===== src/rtl/ptx_pkg.sv =====
// Purpose: shared constants for the parity checking bus transceiver
// Assumes: 32-bit Avalon-MM register bus, word aligned byte addresses
// Notes:   offsets are byte addresses; fields sit in the low bits
package ptx_pkg;

   ////////////////////////////////////////////////////////////////////////////////
   // widths
   localparam int DATA_W = 8;
   localparam int ADDR_W = 8;
   localparam int BUS_W  = 32;

   ////////////////////////////////////////////////////////////////////////////////
   // register offsets (byte addresses)
   localparam logic [ADDR_W-1:0] OFS_CTRL       = 8'h00;
   localparam logic [ADDR_W-1:0] OFS_STATUS     = 8'h04;
   localparam logic [ADDR_W-1:0] OFS_IRQ_STATUS = 8'h08;
   localparam logic [ADDR_W-1:0] OFS_IRQ_CLEAR  = 8'h0C;
   localparam logic [ADDR_W-1:0] OFS_IRQ_ENABLE = 8'h10;

   ////////////////////////////////////////////////////////////////////////////////
   // control register fields
   localparam int CTRL_W            = 6;
   localparam int CTRL_DIR          = 0; // 0: a to b, 1: b to a
   localparam int CTRL_OUT_EN_N     = 1; // bus output enable, active low
   localparam int CTRL_CLEAR_N      = 2; // fault clear, active low level
   localparam int CTRL_FAULT_DRV_N  = 3; // fault_drive_enable_n
   localparam int CTRL_REGISTERED   = 4; // 0: latched variant, 1: registered variant
   localparam int CTRL_THREE_STATE  = 5; // 0: open-drain fault pin, 1: three-state pin
   // outputs off, clear released, fault pin off, latched open-drain variant
   localparam logic [CTRL_W-1:0] CTRL_RESET = 6'h0E;

   ////////////////////////////////////////////////////////////////////////////////
   // status register fields
   localparam int STAT_FAULT_STATE = 0;  // held fault level, high means good parity
   localparam int STAT_CHECK_OK    = 1;  // live checker result
   localparam int STAT_B_PAR_OK    = 2;  // even parity seen on side b data
   localparam int STAT_A_DATA_LSB  = 8;  // side a data bits
   localparam int STAT_A_PARITY    = 16; // side a parity bit

   ////////////////////////////////////////////////////////////////////////////////
   // interrupt events
   localparam int IRQ_W          = 2;
   localparam int IRQ_FAULT_HELD = 0; // held fault level fell
   localparam int IRQ_ODD_SEEN   = 1; // checker result fell
   localparam logic [IRQ_W-1:0] IRQ_RESET = 2'h0;

   ////////////////////////////////////////////////////////////////////////////////
   // bus answer states
   typedef enum logic [0:0] {
      ST_IDLE,
      ST_ANSWER
   } ptx_bus_state_t;

endpackage : ptx_pkg


===== src/rtl/ptx_transceiver.sv =====
// Purpose: nine-bit bidirectional transceiver with an even parity checker on side a
// Assumes: one clock CORE_CLK at 10 MHz; all pin inputs synchronous to it
// Notes:   data and enables are registered, so each is one clock behind; the fault pin lags side a input by three clocks
//
// Overview of operation
// direction low passes a to b, high passes b to a, never inverted.
// output enable is active low; when high both sides float.
// nine bits pass per transfer; parity checks only the eight data bits.
// checker watches side a always, whatever direction or output enable.
// odd count of high checked bits makes the checker result low.
// even count of high checked bits makes the checker result high.
// latched variant: while hold control is high, fault follows the checker.
// latched variant: hold control low keeps the result present at that moment.
// latched variant: a held fault stays until hold returns high or clear.
// registered variant: each capture clock rising edge stores the checker result.
// registered variant: a captured fault stays low until clear drives low; here a later capture of even parity also sets it high.
// three-state variant: fault pin driven while its enable is low.
// three-state variant: fault pin floats while its enable is high.
// clear low forces fault high, overriding latch and register updates.

`timescale 1ns/1ps
`default_nettype none

module ptx_transceiver
   import ptx_pkg::*;
(
   input  wire logic               CORE_CLK,
   input  wire logic               ARST_N,
   // avalon-mm slave
   input  wire logic [ADDR_W-1:0]  AVS_ADDRESS,
   input  wire logic               AVS_READ,
   input  wire logic               AVS_WRITE,
   input  wire logic [BUS_W-1:0]   AVS_WRITEDATA,
   input  wire logic [3:0]         AVS_BYTEENABLE,
   output logic [BUS_W-1:0]        AVS_READDATA,
   output logic                    AVS_WAITREQUEST,
   output logic                    IRQ,
   // side a pins
   input  wire logic [DATA_W-1:0]  SIDE_A_DATA_IN,
   output logic [DATA_W-1:0]       SIDE_A_DATA_OUT,
   output logic                    SIDE_A_DATA_OE,
   input  wire logic               SIDE_A_PARITY_BIT_IN,
   output logic                    SIDE_A_PARITY_BIT_OUT,
   output logic                    SIDE_A_PARITY_BIT_OE,
   // side b pins
   input  wire logic [DATA_W-1:0]  SIDE_B_DATA_IN,
   output logic [DATA_W-1:0]       SIDE_B_DATA_OUT,
   output logic                    SIDE_B_DATA_OE,
   input  wire logic               SIDE_B_PARITY_BIT_IN,
   output logic                    SIDE_B_PARITY_BIT_OUT,
   output logic                    SIDE_B_PARITY_BIT_OE,
   // fault hold and capture timing from the bus agents
   input  wire logic               FAULT_HOLD_TRANSPARENT,
   input  wire logic               FAULT_CAPTURE_CLOCK,
   // fault pin
   output logic                    FAULT_OUT,
   output logic                    FAULT_OE
);

   ////////////////////////////////////////////////////////////////////////////////
   // helpers

   // even parity test: high when an even number of bits are high
   function automatic logic even_parity(input logic [DATA_W-1:0] bits);
      even_parity = ~(^bits);
   endfunction

   // merge a write into a narrow register under byte lane 0
   function automatic logic [IRQ_W-1:0] lane0_irq(input logic [IRQ_W-1:0] old,
                                                   input logic [BUS_W-1:0] wd,
                                                   input logic [3:0]       be);
      lane0_irq = be[0] ? wd[IRQ_W-1:0] : old;
   endfunction

   ////////////////////////////////////////////////////////////////////////////////
   // declarations

   ptx_bus_state_t              bus_state;
   logic [CTRL_W-1:0]           ctrl;
   logic [IRQ_W-1:0]            irq_status;
   logic [IRQ_W-1:0]            irq_enable;
   logic                        check_ok;
   logic                        check_ok_prev;
   logic                        fault_state;
   logic                        fault_state_prev;
   logic                        capture_clock_prev;
   logic                        b_par_ok;
   logic                        wr_take;
   logic                        capture_edge;
   logic [IRQ_W-1:0]            next_events;
   logic [IRQ_W-1:0]            clear_bits;
   logic [BUS_W-1:0]            next_readdata;

   ////////////////////////////////////////////////////////////////////////////////
   // avalon-mm answer: one idle cycle of waitrequest, then waitrequest low for one
   // cycle with read data standing; the request is taken at that edge only

   // bus state and waitrequest; waitrequest idles high so no access completes early
   always_ff @(posedge CORE_CLK or negedge ARST_N) begin
      if (!ARST_N) begin
         bus_state       <= ST_IDLE;
         AVS_WAITREQUEST <= 1'b1;
      end else begin
         case (bus_state)
            ST_IDLE: begin
               if (AVS_READ || AVS_WRITE) begin
                  bus_state       <= ST_ANSWER;
                  AVS_WAITREQUEST <= 1'b0;
               end
            end
            ST_ANSWER: begin
               bus_state       <= ST_IDLE;
               AVS_WAITREQUEST <= 1'b1;
            end
            default: begin
               bus_state       <= ST_IDLE;
               AVS_WAITREQUEST <= 1'b1;
            end
         endcase
      end
   end

   // a write takes effect at the edge where the master sees waitrequest low
   assign wr_take = AVS_WRITE && (bus_state == ST_ANSWER);

   // read mux; unmapped and write-only offsets read as zero
   always_comb begin
      next_readdata = '0;
      case (AVS_ADDRESS)
         OFS_CTRL:       next_readdata[CTRL_W-1:0] = ctrl;
         OFS_STATUS: begin
            next_readdata[STAT_FAULT_STATE]                       = fault_state;
            next_readdata[STAT_CHECK_OK]                          = check_ok;
            next_readdata[STAT_B_PAR_OK]                          = b_par_ok;
            next_readdata[STAT_A_DATA_LSB +: DATA_W]              = SIDE_A_DATA_IN;
            next_readdata[STAT_A_PARITY]                          = SIDE_A_PARITY_BIT_IN;
         end
         OFS_IRQ_STATUS: next_readdata[IRQ_W-1:0] = irq_status;
         OFS_IRQ_ENABLE: next_readdata[IRQ_W-1:0] = irq_enable;
         default:        next_readdata = '0;
      endcase
   end

   // read data is loaded as waitrequest falls and stands for that one answer cycle
   always_ff @(posedge CORE_CLK or negedge ARST_N) begin
      if (!ARST_N) begin
         AVS_READDATA <= '0;
      end else if (bus_state == ST_IDLE && AVS_READ) begin
         AVS_READDATA <= next_readdata;
      end
   end

   ////////////////////////////////////////////////////////////////////////////////
   // software registers

   // control register, only byte lane 0 carries fields
   always_ff @(posedge CORE_CLK or negedge ARST_N) begin
      if (!ARST_N) begin
         ctrl <= CTRL_RESET;
      end else if (wr_take && AVS_ADDRESS == OFS_CTRL && AVS_BYTEENABLE[0]) begin
         ctrl <= AVS_WRITEDATA[CTRL_W-1:0];
      end
   end

   // interrupt enable register
   always_ff @(posedge CORE_CLK or negedge ARST_N) begin
      if (!ARST_N) begin
         irq_enable <= IRQ_RESET;
      end else if (wr_take && AVS_ADDRESS == OFS_IRQ_ENABLE) begin
         irq_enable <= lane0_irq(irq_enable, AVS_WRITEDATA, AVS_BYTEENABLE);
      end
   end

   ////////////////////////////////////////////////////////////////////////////////
   // parity checker

   // sampled every cycle from the side a pins, never gated by direction or enable
   always_ff @(posedge CORE_CLK or negedge ARST_N) begin
      if (!ARST_N) begin
         check_ok      <= 1'b1;
         check_ok_prev <= 1'b1;
         b_par_ok      <= 1'b1;
      end else begin
         check_ok      <= even_parity(SIDE_A_DATA_IN);
         check_ok_prev <= check_ok;
         b_par_ok      <= even_parity(SIDE_B_DATA_IN);
      end
   end

   ////////////////////////////////////////////////////////////////////////////////
   // fault hold: latch or register, chosen by the variant bit

   // capture clock comes in as a plain synchronous input, so a rise is seen by
   // comparing with last cycle; pulses shorter than one clock are missed
   assign capture_edge = FAULT_CAPTURE_CLOCK && !capture_clock_prev;

   always_ff @(posedge CORE_CLK or negedge ARST_N) begin
      if (!ARST_N) begin
         capture_clock_prev <= 1'b0;
      end else begin
         capture_clock_prev <= FAULT_CAPTURE_CLOCK;
      end
   end

   // clear is a level and wins over every update while low
   always_ff @(posedge CORE_CLK or negedge ARST_N) begin
      if (!ARST_N) begin
         fault_state <= 1'b1;
      end else if (!ctrl[CTRL_CLEAR_N]) begin
         fault_state <= 1'b1;
      end else if (ctrl[CTRL_REGISTERED]) begin
         if (capture_edge) begin
            fault_state <= check_ok;
         end
         // otherwise the captured level, good or faulty, is kept R11
      end else if (FAULT_HOLD_TRANSPARENT) begin
         fault_state <= check_ok;
      end
      // latched variant with hold low keeps its value R08
   end

   // fault pin: three-state variant obeys its enable, open-drain only pulls low
   always_ff @(posedge CORE_CLK or negedge ARST_N) begin
      if (!ARST_N) begin
         FAULT_OUT        <= 1'b1;
         FAULT_OE         <= 1'b0;
         fault_state_prev <= 1'b1;
      end else begin
         FAULT_OUT        <= fault_state;
         fault_state_prev <= fault_state;
         if (ctrl[CTRL_THREE_STATE]) begin
            FAULT_OE <= !ctrl[CTRL_FAULT_DRV_N];
         end else begin
            FAULT_OE <= !fault_state;
         end
      end
   end

   ////////////////////////////////////////////////////////////////////////////////
   // data path

   // both directions register the opposite pins; only the selected side is enabled
   always_ff @(posedge CORE_CLK or negedge ARST_N) begin
      if (!ARST_N) begin
         SIDE_A_DATA_OUT       <= '0;
         SIDE_A_PARITY_BIT_OUT <= 1'b0;
         SIDE_B_DATA_OUT       <= '0;
         SIDE_B_PARITY_BIT_OUT <= 1'b0;
      end else begin
         SIDE_B_DATA_OUT       <= SIDE_A_DATA_IN;
         SIDE_B_PARITY_BIT_OUT <= SIDE_A_PARITY_BIT_IN;
         SIDE_A_DATA_OUT       <= SIDE_B_DATA_IN;
         SIDE_A_PARITY_BIT_OUT <= SIDE_B_PARITY_BIT_IN;
      end
   end

   // enables: never both sides at once, so the two buses cannot fight
   always_ff @(posedge CORE_CLK or negedge ARST_N) begin
      if (!ARST_N) begin
         SIDE_A_DATA_OE       <= 1'b0;
         SIDE_A_PARITY_BIT_OE <= 1'b0;
         SIDE_B_DATA_OE       <= 1'b0;
         SIDE_B_PARITY_BIT_OE <= 1'b0;
      end else begin
         SIDE_B_DATA_OE       <= !ctrl[CTRL_OUT_EN_N] && !ctrl[CTRL_DIR];
         SIDE_B_PARITY_BIT_OE <= !ctrl[CTRL_OUT_EN_N] && !ctrl[CTRL_DIR];
         SIDE_A_DATA_OE       <= !ctrl[CTRL_OUT_EN_N] && ctrl[CTRL_DIR];
         SIDE_A_PARITY_BIT_OE <= !ctrl[CTRL_OUT_EN_N] && ctrl[CTRL_DIR];
      end
   end

   ////////////////////////////////////////////////////////////////////////////////
   // interrupts

   // events are falls of the held fault and of the live checker result
   always_comb begin
      next_events                 = '0;
      next_events[IRQ_FAULT_HELD] = fault_state_prev && !fault_state;
      next_events[IRQ_ODD_SEEN]   = check_ok_prev && !check_ok;
      clear_bits                  = '0;
      if (wr_take && AVS_ADDRESS == OFS_IRQ_CLEAR) begin
         clear_bits = lane0_irq('0, AVS_WRITEDATA, AVS_BYTEENABLE);
      end
   end

   // sticky status; a new event beats a clear written in the same cycle
   always_ff @(posedge CORE_CLK or negedge ARST_N) begin
      if (!ARST_N) begin
         irq_status <= IRQ_RESET;
      end else begin
         irq_status <= (irq_status & ~clear_bits) | next_events;
      end
   end

   // level interrupt, registered from the next status value so it changes in the same cycle as status
   always_ff @(posedge CORE_CLK or negedge ARST_N) begin
      if (!ARST_N) begin
         IRQ <= 1'b0;
      end else begin
         IRQ <= |(((irq_status & ~clear_bits) | next_events) & irq_enable);
      end
   end

endmodule : ptx_transceiver

`default_nettype wire


===== config.mk =====
export PLATFORM = sky130hd
export DESIGN_NAME = ptx_transceiver
export DESIGN_NICKNAME = d
export VERILOG_FILES = /design/src/rtl/ptx_pkg.sv /design/src/rtl/ptx_transceiver.sv
export SDC_FILE = /design/constraint.sdc
export NUM_CORES = 1
export LEC_CHECK = 0
export BUFFER_PORTS_ARGS = -buffer_cell sky130_fd_sc_hd__buf_4
export CORE_ASPECT_RATIO = 1.75
export CORE_UTILIZATION = 45
export CTS_BUF_LIST = sky130_fd_sc_hd__clkbuf_8
export DETAILED_ROUTE_END_ITERATION = 10
export PLACE_DENSITY = 0.81
export SYNTH_ARGS = -nofsm -noshare
export SYNTH_HDL_FRONTEND = slang
export SYNTH_SLANG_ARGS = --single-unit

===== constraint.sdc =====
create_clock -name CORE_CLK -period 2.1 [get_ports CORE_CLK]
set_clock_uncertainty 0.1 [all_clocks]
set_input_delay 0.105 -clock CORE_CLK [delete_from_list [all_inputs] [get_ports CORE_CLK]]
set_output_delay 0.105 -clock CORE_CLK [all_outputs]
set_load 0.02 [all_outputs]

==> results.md, run 1 <==
Floorplanning:
- The width of the chip is 55.8 um.
- The number of top-level pins is 126.
- The initial standard-cell utilization of the core is 46.3%.
- The floorplan step defined a die boundary enclosing 0.00537 mm2.
- The floorplan step set the die height to 96.2 um.
- The total area inside the core boundary comes to 0.00493 mm2.
- In this run the core area contains 34 standard-cell rows.

Global routing:
- Entering global routing, the biggest net connects 56 pins.
- The number of antenna violations at the first check in global routing is 0.
- The first global-routing pass estimated about 7900 um of wire.
- The overall overflow remaining after global route is 0.
- The overall track demand over capacity in global routing is ~19%.
- The via count of the first global-routing pass was 1722.

Logic synthesis:
- Each instance of the synthesized netlist takes up on average 12.9 um2.
- The post-synthesis register bit count is 55.
- The share of synthesized registers carrying an async set or reset is 100%.
- The number of flops mapped to enable cells by yosys is 0.
- The cell area that synthesis handed to floorplanning was roughly 0.0023 mm2.
- Sequential cells were found to cover 60.8% of the synthesized design area.
- The gate count after technology mapping is 177.
- The netlist uses 38 different library cells.
- The number of synthesis warnings is 0.
- The primary flip-flop cell chosen by synthesis mapping is dfrtp_1.

Timing:
- Setup violations remaining at the end of the flow were counted as 0.
- The final critical delay including setup and external delays is 1.75 ns.
- Setup repair after global routing left no endpoint under its margin.
- The post-route fraction of the period consumed by the critical path is 83.2%.
- The final hold violation count is 0.
- The smallest hold slack is 0.0285 ns.
- The number of pins exceeding their max-slew limit in the final report is 0.
- Setup total negative slack on the finished layout was measured at 0 ns.
- The actual transition at the worst max-transition pin is 0.676 ns.
- The achievable clock frequency is 0.572 GHz.
- The tightest slew margin relative to the limit is between 50 and 60%.

Finish:
- In the final layout, the share of cells above drive strength 1 is 38.5%.
- For this run, the number of standard cells in the final layout without fillers is 340.
- 0 antenna diodes ended up in the layout.
- The cell area after layout is 0.00326 mm2.
- Compared with the post-synthesis result, the final layout area differs by 42.6%.
- The final layout net count is 353.

Drt:
- The DRC violation total after the first TritonRoute iteration is 35.
- The mean number of vias per cell is 5.00.
- Detailed routing inserted a total of approximately 1700 vias.
- The post-detailed-route wirelength per cell is 14.6 um.
- The final antenna-violating net count is 0.
- In the routed design, unresolved DRC markers number 0.
- The final wirelength is just under 5000 um.
- Before antenna repair, the detailed router went through 4 iterations.

Place:
- The half-perimeter wire length of the detailed placement result is between 3000 and 4000 um.
- At the end of routability-driven placement, the weighted congestion stood at 0.861.
- The cell area after placement is 0.00285 mm2.
- Buffers placed on the I/O ports in this run total a little under 80.
- The placed cell count is 304.

Clock tree:
- Buffers inserted during clock tree synthesis total 5.
- Clock-pin slew was measured on the worst setup and hold paths at 0.10 ns.
- The cell sitting at the root of the clock tree is a clkbuf_8.
- Gates resized during post-CTS repair numbered 0.
- The clock tree synthesis step divided the H-tree into 2 levels.
- The clock network latency to the later pin of the worst-skew pair is 0.31 ns.
- CTS saw 55 sinks.
- TritonCTS built the clock tree.
- Counting along the longest clock path gives a buffer depth of 2.

Job:
- Across the run, the number of max-cap violations was 0.

Power and ir drop:
- The power share of the clock group is 32.8%.
- The power spent charging and discharging nets is 553 uW.
- Dividing total power by cell area gives a power density of between 600 and 700 mW/mm2.
- The switching portion of total power is 24.6%.
- The total chip power is 2250 uW.
- The combinational share of power is ~16%.
- The maximum ir drop on the vdd rail is 0.542 mV.
- The internal power consumption is 1690 uW.
- The part of the total power dissipated in sequential elements is 51.5%.
- For this design the static power due to leakage is 0.00160 uW.

Critical path:
- In this run the worst setup path begins at bus_state$_DFF_PN0_.
- At the worst endpoint, the arrival time is 1.89 ns.
- The critical path is of the flip-flop to flip-flop type.
- STA classifies the critical path endpoint as a flip-flop.
- The maximum fanout count along the critical path is 9.
- The startpoint identified for the worst register-to-register timing path is bus_state$_DFF_PN0_.
- The data required time at the worst endpoint is 2.25 ns.
- STA classifies the critical path startpoint as a flip-flop.

Min path:
- The start point of the worst hold path is AVS_ADDRESS[1].
- The min-delay analysis places its worst path in the category input port to flip-flop.

Outcome:
- The flow ran to the end, and the final reports show no timing, DRC or antenna violations.
## placed cells by master (no fill, tap or decap), drive strengths merged
master / n
nand3: 2
a31oi: 1
conb: 17
mux2: 8
o21ai: 6
nand2: 11
bufinv: 1
dfstp: 9
buf: 82
nor3b: 1
xnor2: 14
nand2b: 3
dfrtp: 46
clkbuf: 6
a21boi: 1
o21a: 1
or4: 2
dlygate4sd3: 28
maj3: 1
a32o: 3
a32oi: 1
a22oi: 1
nor4: 2
nor2b: 2
inv: 3
and2: 3
o22ai: 1
a21oi: 3
nor3: 3
a21o: 1
and3: 1
a22o: 9
mux2i: 4
nor2: 7
nand3b: 2
## layer usage
layer	vias up	GRT usage, %	share of wire, %
met5	-	0	0
li1	787	-	-
met1	823	20.4	35
met4	0	10.6	3.3
met3	15	4.44	5.9
met2	76	35.4	55
## final timing paths
check                                          endpoint  slack (ns)  cells after the start
min                         AVS_READDATA[1]$_DFFE_PN0P_        0.03                      3
min in group asynchronous           bus_state$_DFF_PN0_        0.25                      2
min reg2reg                     check_ok_prev$_DFF_PN1_        0.30                      0
max                        AVS_READDATA[14]$_DFFE_PN0P_        0.35                      4
max reg2reg                AVS_READDATA[14]$_DFFE_PN0P_        0.35                      4
max in group asynchronous     irq_enable[1]$_DFFE_PN0P_        1.17                      2
## critical path: stages (launching register included)
cell      delay (ns)
dfrtp_1         0.42
nand2b_1        0.21
nor3b_1         0.31
and2_1          0.42
a22o_1          0.22
## kinds of logic after synthesis
family          share of synthesized area [%]
compound gates                           8.99
xor+xnor                                 5.37
fa+ha+maj                               0.438
buf+inv                                  7.89
flops                                    60.8
mux                                      6.69
other cells                             0.164
simple gates                             9.70
## synthesized netlist by cell type (all sizes together) (2+ instances only)
master / number / area (um2)
dfrtp: 46 / 1150
buf: 21 / 158
xnor2: 14 / 123
nand2: 11 / 48.8
a22o: 9 / 78.8
dfstp: 9 / 236
mux2: 8 / 113
nor2: 7 / 26.3
o21ai: 6 / 30.0
clkbuf: 4 / 15.0
mux2i: 4 / 40.0
a21oi: 3 / 15.0
a32o: 3 / 30.0
and2: 3 / 18.8
nand2b: 3 / 18.8
nor3: 3 / 26.3
inv: 2 / 7.51
nand3: 2 / 10.0
nand3b: 2 / 15.0
nor2b: 2 / 12.5
nor4: 2 / 12.5
or4: 2 / 18.8
## per-stage QoR
stage / util, % / setup slack (ns)
floorplan: - / 0.531
global placement: 57.8 / 0.341
detailed placement: 57.8 / 0.306
CTS: 66.0 / 0.354
global route: 66.0 / 0.266
finish: 66.0 / 0.353
## repair_timing
item,in CTS,in global routing
endpoints found under the hold margin,85,0
endpoints found under the setup margin,0,0
hold buffers,28,0
setup buffers,0,0
## layout make-up
type / count / area [um2]
clock buffer: 6 / 82.6
clock inverter: 2 / 38.8
fill: 355 / 1680
inverter: 2 / 7.51
multi-input combinational: 111 / 776
sequential: 55 / 1390
tap: 54 / 67.6
timing repair buffer: 110 / 896
## power groups by stage
stage	clock [uW]	combinational, uW	sequential, uW
6_report	738	352	1160
5_1_grt	781	382	1160
4_1_cts	752	353	1160
3_5_place_dp	0	310	1180
3_3_place_gp	0	304	1170
2_1_floorplan	0	155	1200
## flip-flops by register name, summed over array words and instances (netlist names), 2 cells and up
| name | flops |
|---|---|
| SIDE_B_DATA_OUT | 8 |
| irq_enable | 2 |
| SIDE_A_DATA_OUT | 8 |
| irq_status | 2 |
| ctrl | 6 |
| AVS_READDATA | 15 |
(Power assumes the default switching activity.)
==> run 2: changes to the inputs <==
- CORE_UTILIZATION: 45 -> 41
- PLACE_DENSITY: 0.81 -> 0.78
- clock period: 2.1 -> 1.4 ns (I/O delays scaled with it)
==> run 2 against run 1 <==
Compared with the run above: the run now ends with setup timing left; count of clock-buffer cells in the layout unchanged; cell count increased by 9.4%; critical endpoint is now ctrl[5]$_DFFE_PN0P_; non-clock buffer count up 12; die area rose by 9.5%; fmax increased by 22%; utilization shrank 0.50 points; via count up 3.4%.
==> results.md, run 2 (synthesized netlist as in run 1, its figures left out) <==
Finish:
- The cell area after layout is 0.00347 mm2 (+6.6%).
- The number of flip-flops in the largest register is 15 (unchanged).
- The final layout net count is 365 (+3.4%).
- The number of inserted diodes is 0 (unchanged).
- The most common cell after layout, fill and taps aside is buf_4.
- In the layout the commonest cells are buf_4 (90), dfrtp_1 (46), dlygate4sd3_1 (29).
- The register with the most flip-flops in the final layout is AVS_READDATA.
- The fill cell total of the finished layout is 396 (+12%).
- The area added between synthesis and finish is 51.9%.
- The count of placed standard cells in the final layout, fillers left out is 372 (+9.4%).
- The share of layout cells above drive strength 1 is 43.6% (+5.2 points).
- The largest registers in the layout are AVS_READDATA: 15 flops, SIDE_A_DATA_OUT: 8 flops, SIDE_B_DATA_OUT: 8 flops.

Clock tree:
- The clock network latency to the later pin of the worst-skew pair is 0.31 ns (about the same).
- The clock root buffer master is clkbuf_8.
- The maximum number of buffers from clock root to sink is 2 (unchanged).
- The clock tree from TritonCTS is done.
- The number of buffers inserted during clock tree synthesis was 5 (unchanged).
- The number of clock sinks is 55 (unchanged).
- The level count of the clock H-tree is 2 (unchanged).
- The clock transition at the register clock pins on the worst setup and hold paths after CTS came to 0.10 ns (about the same).

Timing:
- The post-route fraction of the period consumed by the critical path came to 102% (+19 points).
- The setup-violating endpoint count in the final report is 5 (+5).
- The final critical delay including setup and external delays came to 1.43 ns (-0.320 ns).
- Setup repair after global routing could not meet its margin everywhere.
- The final worst-path setup slack is -0.0275 ns (-0.380 ns).
- The sum of negative setup slack came to -0.0629 ns (-0.0629 ns).
- The final hold violation count came to 0 (unchanged).
- The achievable clock frequency is 0.701 GHz (+22%).
- The number of pins exceeding their max-slew limit in the final report is 0 (unchanged).
- The smallest hold slack is 0.0819 ns (+0.0534 ns).

Global routing:
- The largest net degree at the start of global routing is 33 (-41%).
- The overall overflow remaining after global route is 0 (unchanged).
- The global-route wire length before repair is 8490 um (+7.0%).
- The number of antenna violations at the first check in global routing was 0 (unchanged).
- The via count of the first global-routing pass is 1830 (+6.3%).
- The overall track demand over capacity in global routing is 19.7% (+0.42 points).

Drt:
- The mean number of vias per cell is 4.73 (-5.5%).
- The final routed DRC violation total is 0 (unchanged).
- The DRC violation total after the first TritonRoute iteration was 17 (-51%).
- The final wirelength was 5430 um (+9.5%).
- The detailed-route via count is 1759 (+3.4%).
- The post-detailed-route wirelength per cell was 14.6 um (about the same).
- The first-pass detailed-route iteration total was 4 (unchanged).
- The final antenna-violating net count is 0 (unchanged).

Job:
- The max-capacitance violation count was 0 (unchanged).

Floorplanning:
- The number of top-level pins was 126 (unchanged).
- The area of the core is 0.00530 mm2 (+7.4%).
- The row count is 35 (+2.9%).
- The overall die area is 0.00588 mm2 (+9.5%).
- The initial standard-cell utilization of the core is 43.1% (-3.2 points).
- The width of the chip is 58.4 um (+4.6%).
- The vertical die dimension is 101 um (+4.7%).

Place:
- The weighted congestion at the end of routability-driven global placement came to 0.772 (-10%).
- The count of port buffers added during placement is 79 (unchanged).
- The cell area after placement is 0.00297 mm2 (+3.9%).
- The worst setup slack before clock tree synthesis is -0.246 ns (-0.552 ns).
- The half-perimeter wire length of the detailed placement result is 3620 um (+2.8%).
- The placed cell count came to 331 (+8.9%).

Outcome:
- The final reports fail on setup timing.
- The flow ran to the end, but the final reports show violations.

Critical path:
- The worst setup path is launched from a flip-flop.
- The critical path launch point is bus_state$_DFF_PN0_.
- The maximum single-stage delay on the critical path came to 0.40 ns (-0.02 ns).
- Among cell families on the critical path, the largest total delay comes from flip-flops.
- The worst setup path is of the flip-flop to flip-flop kind.
- STA classifies the critical path endpoint as a flip-flop.
- The number of buffer and inverter instances along the worst setup path is 1 (+1).
- The arrival time of data at the critical path endpoint is 1.52 ns (-0.37 ns).
- The signal on the critical path passes through nand3_2 > nor3_4 > buf_6 > nand2_8 > mux2_4.
- The data required time at the worst endpoint is 1.49 ns (-0.76 ns).
- The maximum fanout count along the critical path was 6 (-3).
- On the critical path, the stage with the largest delay is an instance of dfrtp_1.
- The reg-to-reg startpoint is bus_state$_DFF_PN0_.

Power and ir drop:
- The total power density per cell area is 985 mW/mm2 (+43%).
- The leakage power was 0.00168 uW (+4.6%).
- The maximum ir drop on the vdd rail is 0.890 mV (+64%).

Min path:
- The start point of the worst hold path is AVS_ADDRESS[6].
- The path category of the worst min-delay check is input port to flip-flop.
-- run 2: cell count changes in the layout (fill, tap and decap cells not counted), sizes merged --
cell	change
buf	+11
clkinv	+1
dlygate4sd3	+1
inv	-1
-- run 2: final timing paths --
kind                                               endpoint  slack (ns)  depth (start not counted)
worst min register to register      check_ok_prev$_DFF_PN1_        0.28                          0
min in group asynchronous       AVS_READDATA[8]$_DFFE_PN0P_        0.09                          2
worst max register to register          ctrl[5]$_DFFE_PN0P_       -0.03                          5
max in group asynchronous                check_ok$_DFF_PN1_        0.57                          3
worst min-delay path            AVS_READDATA[1]$_DFFE_PN0P_        0.08                          4
worst max-delay path                    ctrl[5]$_DFFE_PN0P_       -0.03                          5
-- run 2: worst reg2reg max path, delay by kind of cell, from the launching register on --
family | cells | cell delay [ns]
simple gates | 3 | 0.35
mux | 1 | 0.31
flops | 1 | 0.40
buf+inv | 1 | 0.14
-- run 2: repair_timing --
| item | 4_1_cts | 5_1_grt |
|---|---|---|
| gates resized for setup | 8 | 9 |
| pin swaps | 0 | 5 |
| hold buffers | 29 | 0 |
| endpoints found under the hold margin | 92 | 0 |
| setup buffers | 2 | 3 |
| cloned | 0 | 0 |
| endpoints found under the setup margin | 20 | 23 |
-- run 2: per-layer routing --
| layer | share of wire (%) | wire [um] | global-route usage [%] |
|---|---|---|---|
| met1 | 34 | 1870 | 19.9 |
| met2 | 58 | 3140 | 37.1 |
| met3 | 5.1 | 279 | 3.98 |
| met4 | 2.7 | 145 | 9.52 |
| met5 | 0 | 0 | 0 |
-- run 2: layout make-up --
| cell class | instances | area [um2] | share of cell area [%] |
|---|---|---|---|
| repair buffers | 122 | 1020 | 29.3 |
| inverters | 2 | 7.51 | 0.216 |
| multi-input cells | 111 | 847 | 24.4 |
| flip-flops and latches | 55 | 1390 | 40.0 |
| clock buffers | 6 | 82.6 | 2.38 |
| clock inverters | 2 | 35.0 | 1.01 |
| well taps | 74 | 92.6 | 2.67 |
-- run 2: stage by stage --
| stage | util [%] | total power [uW] |
|---|---|---|
| final | 65.5 | 3420 |
| after global routing | 65.5 | 3550 |
| after CTS | 64.7 | 3410 |
| after detailed placement | 56.0 | 2250 |
| after global placement | 56.0 | 2230 |
| after floorplan | - | 2040 |
-- run 2: power breakdown --
group	switching (uW)	internal (uW)	total (uW)	leakage, uW
sequential	42.9	1700	1740	0.000675
clock	511	580	1090	0.0000612
combinational	292	297	589	0.000941
total	846	2570	3420	0.00168
